<file path="config.mk">
export PLATFORM = sky130hd
export DESIGN_NAME = pcg_top
export DESIGN_NICKNAME = d
export VERILOG_FILES = /design/src/pcg_pkg.sv /design/src/pcg_top.sv
export SDC_FILE = /design/constraint.sdc
export NUM_CORES = 1
export LEC_CHECK = 0
export BUFFER_PORTS_ARGS = -buffer_cell sky130_fd_sc_hd__buf_4
export CORE_ASPECT_RATIO = 1.1
export CORE_MARGIN = 5
export CORE_UTILIZATION = 46
export CTS_CLUSTER_DIAMETER = 40
export DETAILED_ROUTE_END_ITERATION = 6
export PLACE_DENSITY = 0.77
export SYNTH_ARGS = -nofsm -noshare
export SYNTH_HDL_FRONTEND = slang
export SYNTH_SLANG_ARGS = --single-unit
</file>
<file path="constraint.sdc">
create_clock -name clk -period 1.5 [get_ports clk]
set_input_delay 0.45 -clock clk [delete_from_list [all_inputs] [get_ports clk]]
set_output_delay 0.45 -clock clk [all_outputs]
set_load 0.02 [all_outputs]
</file>
<file path="src/pcg_pkg.sv">
package pcg_pkg;

  localparam int ADDR_W = 12;
  localparam int DATA_W = 32;
  localparam int NUM_UNITS = 15;
  localparam int NUM_MODES = 3;
  localparam int NUM_GROUPS = 3;

  // Register offsets
  localparam logic [11:0] OFS_PLL_TRANSLATION = 12'h064;
  localparam logic [11:0] OFS_RUN_GATE0 = 12'h100;
  localparam logic [11:0] OFS_RUN_GATE1 = 12'h104;
  localparam logic [11:0] OFS_RUN_GATE2 = 12'h108;
  localparam logic [11:0] OFS_SLEEP_GATE0 = 12'h110;
  localparam logic [11:0] OFS_SLEEP_GATE1 = 12'h114;
  localparam logic [11:0] OFS_SLEEP_GATE2 = 12'h118;
  localparam logic [11:0] OFS_DEEP_GATE0 = 12'h120;
  localparam logic [11:0] OFS_DEEP_GATE1 = 12'h124;
  localparam logic [11:0] OFS_DEEP_GATE2 = 12'h128;

  // Writable bits of each gating group; all others are reserved
  localparam logic [31:0] GROUP0_MASK = 32'h0011_0f08;
  localparam logic [31:0] GROUP1_MASK = 32'h0107_0013;
  localparam logic [31:0] GROUP2_MASK = 32'h0000_001f;
  localparam logic [31:0] GATE_RESET = 32'h0000_0000;

  // Group 0 fields
  localparam int G0_PWM_BIT = 20;
  localparam int G0_ADC_BIT = 16;
  localparam int G0_RATE_LSB = 8;
  localparam int G0_WDT_BIT = 3;
  localparam int RATE_W = 4;
  localparam logic [3:0] RATE_125K = 4'h0;
  localparam logic [3:0] RATE_250K = 4'h1;

  // Group 1 fields
  localparam int G1_COMPARATOR_ZERO_GATE_BIT = 24;
  localparam int G1_TIMER2_BIT = 18;
  localparam int G1_TIMER1_BIT = 17;
  localparam int G1_TIMER0_BIT = 16;
  localparam int G1_SSI_BIT = 4;
  localparam int G1_SECOND_ASYNC_SERIAL_GATE_BIT = 1;
  localparam int G1_FIRST_ASYNC_SERIAL_GATE_BIT = 0;

  // Group 2 fields: GPIO ports A..E in bits 0..4
  localparam int G2_GPIO_LSB = 0;
  localparam int GPIO_PORTS = 5;

  // Unit indices on the gate vectors
  localparam int U_PWM = 0;
  localparam int U_ADC = 1;
  localparam int U_WDT = 2;
  localparam int U_COMPARATOR_ZERO_GATE = 3;
  localparam int U_TIMER0 = 4;
  localparam int U_TIMER1 = 5;
  localparam int U_TIMER2 = 6;
  localparam int U_SSI = 7;
  localparam int U_FIRST_ASYNC_SERIAL_GATE = 8;
  localparam int U_SECOND_ASYNC_SERIAL_GATE = 9;
  localparam int U_GPIO_A = 10;

  // PLL translation fields
  localparam int PLL_OD_LSB = 14;
  localparam int PLL_OD_W = 2;
  localparam int PLL_F_LSB = 5;
  localparam int PLL_F_W = 9;
  localparam int PLL_R_LSB = 0;
  localparam int PLL_R_W = 5;
  localparam int PLL_W = 16;
  localparam int CRYSTAL_SELECTION_W = 4;
  localparam logic [15:0] PLL_RESET = 16'h0000;
  localparam logic [3:0] CRYSTAL_SELECTION_RESET = 4'h0;

  typedef enum logic [1:0] {PCG_RUN, PCG_SLEEP, PCG_DEEP} pcg_mode_t;

  typedef struct packed {
    logic [ADDR_W-1:0] addr;
    logic [DATA_W-1:0] wdata;
    logic wr;
    logic rd;
  } pcg_bus_req_t;

  typedef struct packed {
    logic [31:0] group2;
    logic [31:0] group1;
    logic [31:0] group0;
  } pcg_gate_set_t;

endpackage

</file>
<file path="src/pcg_top.sv">
// Functional notes
// - Load PLL translation after reset and whenever crystal selection changes.
// - PLL translation bits 15:14 show the output divider driven to the PLL.
// - PLL translation bits 13:5 show the feedback multiplier driven to the PLL.
// - PLL translation bits 4:0 show the reference divider; bits 31:16 reserved.
// - Each gating bit outside group 0 bits 11:8 enables one peripheral clock; zero stops it.
// - Access to a peripheral whose clock is gated off raises a bus fault.
// - All gating bits reset to zero, every peripheral starts unclocked.
// - Sleep and deep-sleep sets apply only while auto clock gating is set.
// - Group 0: bit 20 PWM, bit 16 ADC, bit 3 watchdog; rest reserved except 11:8.
// - Group 0 bits 11:8 select the maximum converter sample rate.
// - Group 1: bit 24 comparator 0, bits 18..16 timers 2..0.
// - Group 1: bit 4 sync serial, bits 1 and 0 the UARTs; rest reserved.
// - Reserved bits are preserved by software; here they read zero.
// - Group 0 copies sit at 0x100, 0x110 and 0x120.
// - Group 1 copies sit at 0x104, 0x114 and 0x124.
// - Group 2 run and sleep copies sit at 0x108 and 0x118.
// - Group 2 deep copy sits at 0x128; bits 4..0 gate GPIO E..A.
//
// Local design decision: the strobed register port.
`timescale 1ns/100ps
`default_nettype none

module pcg_top
  import pcg_pkg::*;
#(
  parameter logic [255:0] PLL_TABLE = 256'h0
)
(
  input wire logic clk,
  input wire logic resetn,
  input wire pcg_pkg::pcg_bus_req_t bus_req,
  output logic [pcg_pkg::DATA_W-1:0] rdata,
  input wire logic [pcg_pkg::CRYSTAL_SELECTION_W-1:0] crystal_selection,
  input wire logic auto_clock_gating,
  input wire logic sleep_state,
  input wire logic deep_sleep_state,
  input wire logic [pcg_pkg::NUM_UNITS-1:0] unit_access,
  output logic [pcg_pkg::NUM_UNITS-1:0] unit_clk_en,
  output logic [pcg_pkg::NUM_UNITS-1:0] unit_gclk,
  output logic [pcg_pkg::NUM_UNITS-1:0] unit_bus_fault,
  output logic [pcg_pkg::RATE_W-1:0] converter_max_sample_rate,
  output logic [pcg_pkg::PLL_OD_W-1:0] pll_output_divider_field,
  output logic [pcg_pkg::PLL_F_W-1:0] pll_feedback,
  output logic [pcg_pkg::PLL_R_W-1:0] pll_ref_divider
);
  import pcg_pkg::*;

  // Offset of one gating register copy
  function automatic logic [ADDR_W-1:0] gate_offset(input int mode, input int grp);
    logic [ADDR_W-1:0] ofs;
    ofs = OFS_RUN_GATE0;
    case (mode * NUM_GROUPS + grp)
      0: ofs = OFS_RUN_GATE0;
      1: ofs = OFS_RUN_GATE1;
      2: ofs = OFS_RUN_GATE2;
      3: ofs = OFS_SLEEP_GATE0;
      4: ofs = OFS_SLEEP_GATE1;
      5: ofs = OFS_SLEEP_GATE2;
      6: ofs = OFS_DEEP_GATE0;
      7: ofs = OFS_DEEP_GATE1;
      8: ofs = OFS_DEEP_GATE2;
      default: ofs = OFS_RUN_GATE0;
    endcase
    return ofs;
  endfunction

  // Writable mask of a gating group
  function automatic logic [31:0] group_mask(input int grp);
    logic [31:0] m;
    m = GROUP0_MASK;
    case (grp)
      0: m = GROUP0_MASK;
      1: m = GROUP1_MASK;
      2: m = GROUP2_MASK;
      default: m = GROUP0_MASK;
    endcase
    return m;
  endfunction

  // Fastest converter rate the part supports
  localparam logic [RATE_W-1:0] RATE_MAX = RATE_250K;

  // Converter rate clipped to the supported range
  function automatic logic [RATE_W-1:0] limit_rate(input logic [RATE_W-1:0] req);
    logic [RATE_W-1:0] r;
    r = req;
    if (req > RATE_MAX)
    begin
      r = RATE_MAX;
    end
    return r;
  endfunction

  // Address decode of the gating copies and the translation word
  logic [NUM_MODES*NUM_GROUPS-1:0] wr_hit;
  logic [NUM_MODES*NUM_GROUPS-1:0] rd_hit;
  logic pll_rd_hit;

  always_comb
  begin
    wr_hit = '0;
    rd_hit = '0;
    for (int m = 0; m < NUM_MODES; m++)
    begin
      for (int g = 0; g < NUM_GROUPS; g++)
      begin
        if (bus_req.addr == gate_offset(m, g))
        begin
          wr_hit[m * NUM_GROUPS + g] = bus_req.wr;
          rd_hit[m * NUM_GROUPS + g] = bus_req.rd;
        end
      end
    end
  end

  // Translation word has no write path
  assign pll_rd_hit = bus_req.rd && (bus_req.addr == OFS_PLL_TRANSLATION);

  // Gating registers, one word per mode and group
  logic [31:0] gate_reg [NUM_MODES][NUM_GROUPS];
  logic [31:0] gate_next [NUM_MODES][NUM_GROUPS];

  genvar gm;
  genvar gg;
  generate
    for (gm = 0; gm < NUM_MODES; gm++)
    begin : g_mode
      for (gg = 0; gg < NUM_GROUPS; gg++)
      begin : g_grp
        always_comb
        begin
          gate_next[gm][gg] = gate_reg[gm][gg];
          if (wr_hit[gm * NUM_GROUPS + gg])
          begin
            // Reserved bits keep their zero value
            gate_next[gm][gg] = bus_req.wdata & group_mask(gg);
          end
        end

        always_ff @(posedge clk or negedge resetn)
        begin
          if (!resetn)
          begin
            gate_reg[gm][gg] <= GATE_RESET;
          end
          else
          begin
            gate_reg[gm][gg] <= gate_next[gm][gg];
          end
        end
      end
    end
  endgenerate

  // PLL translation
  logic [PLL_W-1:0] pll_reg;
  logic [PLL_W-1:0] pll_next;
  logic [CRYSTAL_SELECTION_W-1:0] crystal_selection_prev_reg;
  logic [CRYSTAL_SELECTION_W-1:0] crystal_selection_prev_next;
  logic loaded_reg;
  logic loaded_next;
  logic crystal_selection_changed;

  assign crystal_selection_changed = (crystal_selection != crystal_selection_prev_reg);

  always_comb
  begin
    pll_next = pll_reg;
    crystal_selection_prev_next = crystal_selection;
    loaded_next = 1'b1;
    if (!loaded_reg || crystal_selection_changed)
    begin
      pll_next = PLL_TABLE[crystal_selection * PLL_W +: PLL_W];
    end
  end

  always_ff @(posedge clk or negedge resetn)
  begin
    if (!resetn)
    begin
      pll_reg <= PLL_RESET;
      crystal_selection_prev_reg <= CRYSTAL_SELECTION_RESET;
      loaded_reg <= 1'b0;
    end
    else
    begin
      pll_reg <= pll_next;
      crystal_selection_prev_reg <= crystal_selection_prev_next;
      loaded_reg <= loaded_next;
    end
  end

  assign pll_output_divider_field = pll_reg[PLL_OD_LSB +: PLL_OD_W];
  assign pll_feedback = pll_reg[PLL_F_LSB +: PLL_F_W];
  assign pll_ref_divider = pll_reg[PLL_R_LSB +: PLL_R_W];

  // Power mode selection
  pcg_mode_t mode_reg;
  pcg_mode_t mode_next;

  always_comb
  begin
    mode_next = PCG_RUN;
    if (auto_clock_gating && deep_sleep_state)
    begin
      mode_next = PCG_DEEP;
    end
    else if (auto_clock_gating && sleep_state)
    begin
      mode_next = PCG_SLEEP;
    end
  end

  // Active gating set and unit enables
  pcg_gate_set_t active_set;
  logic [NUM_UNITS-1:0] en_reg;
  logic [NUM_UNITS-1:0] en_next;
  logic [RATE_W-1:0] rate_reg;
  logic [RATE_W-1:0] rate_next;
  logic [NUM_UNITS-1:0] fault_reg;
  logic [NUM_UNITS-1:0] fault_next;

  always_comb
  begin
    case (mode_reg)
      PCG_RUN: active_set = {gate_reg[0][2], gate_reg[0][1], gate_reg[0][0]};
      PCG_SLEEP: active_set = {gate_reg[1][2], gate_reg[1][1], gate_reg[1][0]};
      PCG_DEEP: active_set = {gate_reg[2][2], gate_reg[2][1], gate_reg[2][0]};
      default: active_set = {gate_reg[0][2], gate_reg[0][1], gate_reg[0][0]};
    endcase
  end

  always_comb
  begin
    en_next = '0;
    en_next[U_PWM] = active_set.group0[G0_PWM_BIT];
    en_next[U_ADC] = active_set.group0[G0_ADC_BIT];
    en_next[U_WDT] = active_set.group0[G0_WDT_BIT];
    en_next[U_COMPARATOR_ZERO_GATE] = active_set.group1[G1_COMPARATOR_ZERO_GATE_BIT];
    en_next[U_TIMER0] = active_set.group1[G1_TIMER0_BIT];
    en_next[U_TIMER1] = active_set.group1[G1_TIMER1_BIT];
    en_next[U_TIMER2] = active_set.group1[G1_TIMER2_BIT];
    en_next[U_SSI] = active_set.group1[G1_SSI_BIT];
    en_next[U_FIRST_ASYNC_SERIAL_GATE] = active_set.group1[G1_FIRST_ASYNC_SERIAL_GATE_BIT];
    en_next[U_SECOND_ASYNC_SERIAL_GATE] = active_set.group1[G1_SECOND_ASYNC_SERIAL_GATE_BIT];
    en_next[U_GPIO_A +: GPIO_PORTS] = active_set.group2[G2_GPIO_LSB +: GPIO_PORTS];
    rate_next = limit_rate(active_set.group0[G0_RATE_LSB +: RATE_W]);
    fault_next = unit_access & ~en_reg;
  end

  always_ff @(posedge clk or negedge resetn)
  begin
    if (!resetn)
    begin
      mode_reg <= PCG_RUN;
      en_reg <= '0;
      rate_reg <= RATE_125K;
      fault_reg <= '0;
    end
    else
    begin
      mode_reg <= mode_next;
      en_reg <= en_next;
      rate_reg <= rate_next;
      fault_reg <= fault_next;
    end
  end

  // Enables retimed on the low phase so the gate never cuts a pulse
  logic [NUM_UNITS-1:0] en_low_reg;

  always_ff @(negedge clk or negedge resetn)
  begin
    if (!resetn)
    begin
      en_low_reg <= '0;
    end
    else
    begin
      en_low_reg <= en_reg;
    end
  end

  assign unit_gclk = {NUM_UNITS{clk}} & en_low_reg;
  assign unit_clk_en = en_reg;
  assign unit_bus_fault = fault_reg;
  assign converter_max_sample_rate = rate_reg;

  // Read port, data one cycle after the strobe
  logic [DATA_W-1:0] rdata_reg;
  logic [DATA_W-1:0] rdata_next;

  always_comb
  begin
    rdata_next = '0;
    if (bus_req.rd)
    begin
      if (pll_rd_hit)
      begin
        rdata_next = {{(DATA_W-PLL_W){1'b0}}, pll_reg};
      end
      for (int m = 0; m < NUM_MODES; m++)
      begin
        for (int g = 0; g < NUM_GROUPS; g++)
        begin
          if (rd_hit[m * NUM_GROUPS + g])
          begin
            rdata_next = gate_reg[m][g];
          end
        end
      end
    end
  end

  always_ff @(posedge clk or negedge resetn)
  begin
    if (!resetn)
    begin
      rdata_reg <= '0;
    end
    else
    begin
      rdata_reg <= rdata_next;
    end
  end

  assign rdata = rdata_reg;

endmodule // pcg_top
`default_nettype wire
</file>
==> results.json <==
{
  "wl_met2_mm": 7.785,
  "cp_slowest_cell": "dfrtn_1",
  "clkTransAtPathRegs_ns": 0.06,
  "seq_area_frac_synth_pct": 56.47,
  "synth_cell_type_count": 46,
  "postSynthCellCount": 434,
  "routed_wl_mm": 15.47,
  "clk_latency_ns": 0.52,
  "final_nets": 707,
  "wl_per_cell_um": 19.34,
  "rrSetupSlack_ns": 0.04,
  "syn_area_um2": 5406,
  "async_flop_share_pct": 100.0,
  "synth_top_cell_by_area": "dfrtp_1",
  "worstPathRequired_ns": 1.05,
  "critical_path_class": "register to output pin",
  "largest_reg_flops": 57,
  "crit_arrival_ns": 1.94,
  "viasPerCell": 5.384,
  "fin_skew_ns": 0.006794,
  "track_usage_pct": 21.63,
  "gp_congestion": 0.9556,
  "grt_pass1_vias": 4516,
  "postLayoutCoreUtil_pct": 71.34,
  "hold_violations": 0,
  "first_pass_iters": 6,
  "globalRouteOverflowTotal": 0,
  "die_area_um2": 14020,
  "synth_edf_count": 0,
  "antenna_cells": 0,
  "timing.hold.ws_ns": 0.07326,
  "start_util_pct": 47.05,
  "cp.buffers_inverters": 1,
  "vdd_drop_max_v": 0.0008552,
  "yosys-top-cells-area": "dfrtp_1, mux2_2, dfrtn_1",
  "drive_gt1_share_pct": 50.15,
  "timing.max_cap.violations": 0,
  "ys_ff_latch": 122,
  "synth_flop_cell": "dfrtp_1",
  "grt_max_degree": 39,
  "yosys_warnings": 0,
  "dieHeight_um": 123.7,
  "tritoncts": "done",
  "drc": 0,
  "grt_setup_unrepaired": "true",
  "power_density_nw_per_um2": 1142,
  "area_growth_pct": 51.63,
  "ant_nets": 0,
  "status": "complete, but fails checks",
  "place_ws_ns": -0.5782,
  "highest_layer": "met4",
  "grt_first_pass_wirelength_mm": 23.09,
  "start_kind": "register",
  "coreArea_um2": 11490,
  "p_leak_nw": 3.934,
  "critical_path.max_stage_delay_ns": 0.42,
  "place_hpwl_mm": 10.01,
  "rows": 41,
  "antenna_found_initial": 0,
  "setup_slack_ns": -0.8916,
  "initialDrtViolationCount": 422,
  "avgSynthCellArea_um2": 12.46,
  "die_w_um": 113.4,
  "relSlewSlack_pct": 66.46,
  "io_pins": 167,
  "synth_top_area_share_pct": 49.53,
  "nFillCells": 731,
  "finalSetupViolations": 61,
  "crit_fanout": 1,
  "slew_violations": 0,
  "min_path_type": "primary input to register",
  "tightestPinTransition_ns": 0.4961,
  "setup.worst_path.end_class": "output pin",
  "dr_total_vias": 4307,
  "portBuffers": 110,
  "violations": "negative setup slack",
  "crit_path_cell_trace": "and2_4 > buf_6",
  "met3_wirelength_mm": 1.254,
  "wl_met1_mm": 5.917,
  "path_delay_family": "flip-flops"
}
-- cells in the final DEF (no fill, tap or decap), drive strengths merged, types with 3 or more instances in the layout --
cell / synthesis / layout
nand3: 9 / 9
buf: 40 / 187
nor2b: 19 / 19
nor4b: 5 / 5
dfrtp: 107 / 107
o21ai: 18 / 18
clkinvlp: 0 / 4
a22oi: 16 / 16
nand2b: 5 / 5
a21oi: 7 / 7
dfrtn: 15 / 15
nor4: 11 / 11
and2: 16 / 16
a221o: 8 / 8
mux2i: 5 / 5
nor2: 10 / 10
nand4: 4 / 4
clkinv: 0 / 4
mux2: 58 / 58
inv: 11 / 16
nor3: 10 / 10
nand2: 24 / 24
conb: 1 / 37
o22ai: 3 / 3
clkbuf: 11 / 28
-- through the flow --
stage / instances / total power (W) / area [um2] / setup TNS, ns
after floorplan: 470 / 0.003808 / 5662 / -24.38
after global placement: 740 / 0.004037 / 6843 / -36.67
after detailed placement: 740 / 0.004054 / 6843 / -39.53
after CTS: 795 / 0.009448 / 7933 / -13.36
after global routing: 800 / 0.009707 / 8198 / -17.79
final: 800 / 0.009361 / 8198 / -13.03
-- layer usage --
layer | global-route usage, % | vias to the layer above
met2 | 36.04 | 250
met3 | 6.948 | 43
li1 | - | 1889
met4 | 10.97 | 0
met5 | 0 | -
met1 | 25.23 | 2125
-- final timing paths --
kind | to | depth (start not counted) | start
min | mode_reg[0]$_DFF_PN0_ | 2 | deep_sleep_state
max in group asynchronous | en_low_reg[13]$_DFF_NN0_ | 3 | resetn
min reg2reg | unit_bus_fault[10]$_DFF_PN0_ | 1 | unit_clk_en[10]$_DFF_PN0_
min in group asynchronous | rdata[18]$_DFF_PN0_ | 3 | resetn
max | unit_gclk[5] | 2 | en_low_reg[5]$_DFF_NN0_
max reg2reg | en_low_reg[7]$_DFF_NN0_ | 1 | unit_clk_en[7]$_DFF_PN0_
-- what timing repair did --
item	4_1_cts	5_1_grt
resized for setup	51	54
hold buffers	1	0
hold endpoints to repair	18	0
buffers inserted	12	4
gates cloned	0	1
pin swaps	14	7
setup endpoints to repair	83	128
-- Yosys cell counts, types with 2 or more instances --
cell type / n
nor2b_1: 19
mux2_2: 58
ha_1: 2
o31ai_1: 2
o21bai_1: 2
nor2_2: 2
buf_2: 4
nand4_1: 4
nand3_1: 9
inv_1: 11
nor2_1: 8
mux2i_1: 5
clkbuf_1: 11
o211ai_1: 2
nand2b_1: 5
nor4_4: 6
dfrtp_1: 107
nor3_1: 10
nor4b_4: 2
nor4_1: 5
o22ai_1: 3
o21ai_0: 18
a21oi_1: 7
nor4b_1: 3
buf_4: 34
dfrtn_1: 15
buf_6: 2
nand2_1: 23
a22oi_1: 16
a221o_1: 8
and2_1: 16
-- layout make-up --
| type | count | area (um2) | share of cell area, % |
|---|---|---|---|
| Tap cell | 150 | 187.7 | 2.289 |
| Clock buffer | 42 | 802.0 | 9.783 |
| Multi-Input combinational cell | 286 | 2366 | 28.86 |
| Inverter | 11 | 41.29 | 0.5037 |
| Timing Repair Buffer | 174 | 1583 | 19.31 |
| Sequential cell | 122 | 3053 | 37.24 |
| Clock inverter | 15 | 165.2 | 2.015 |
-- power breakdown --
part           internal [W]  leakage (nW)  switching (W)  total [W]
clock network       0.00342         0.536        0.00191    0.00532
logic              0.000276          1.74       0.000404   0.000680
registers           0.00333          1.66      0.0000229    0.00336
total               0.00703          3.93        0.00233    0.00936
-- kinds of logic (layout without fill, tap and decap cells) --
group           count (synthesis)  count (layout)  share of synthesized area [%]
other cells                     1              37                        0.06936
simple gates                  117             117                          14.23
fa+ha+maj                       2               2                         0.4628
compound gates                 67              67                          8.725
mux                            63              63                          13.01
flops                         122             122                          56.47
buf+inv                        62             242                          7.035
Note: power is estimated with default switching activity, not from simulation.
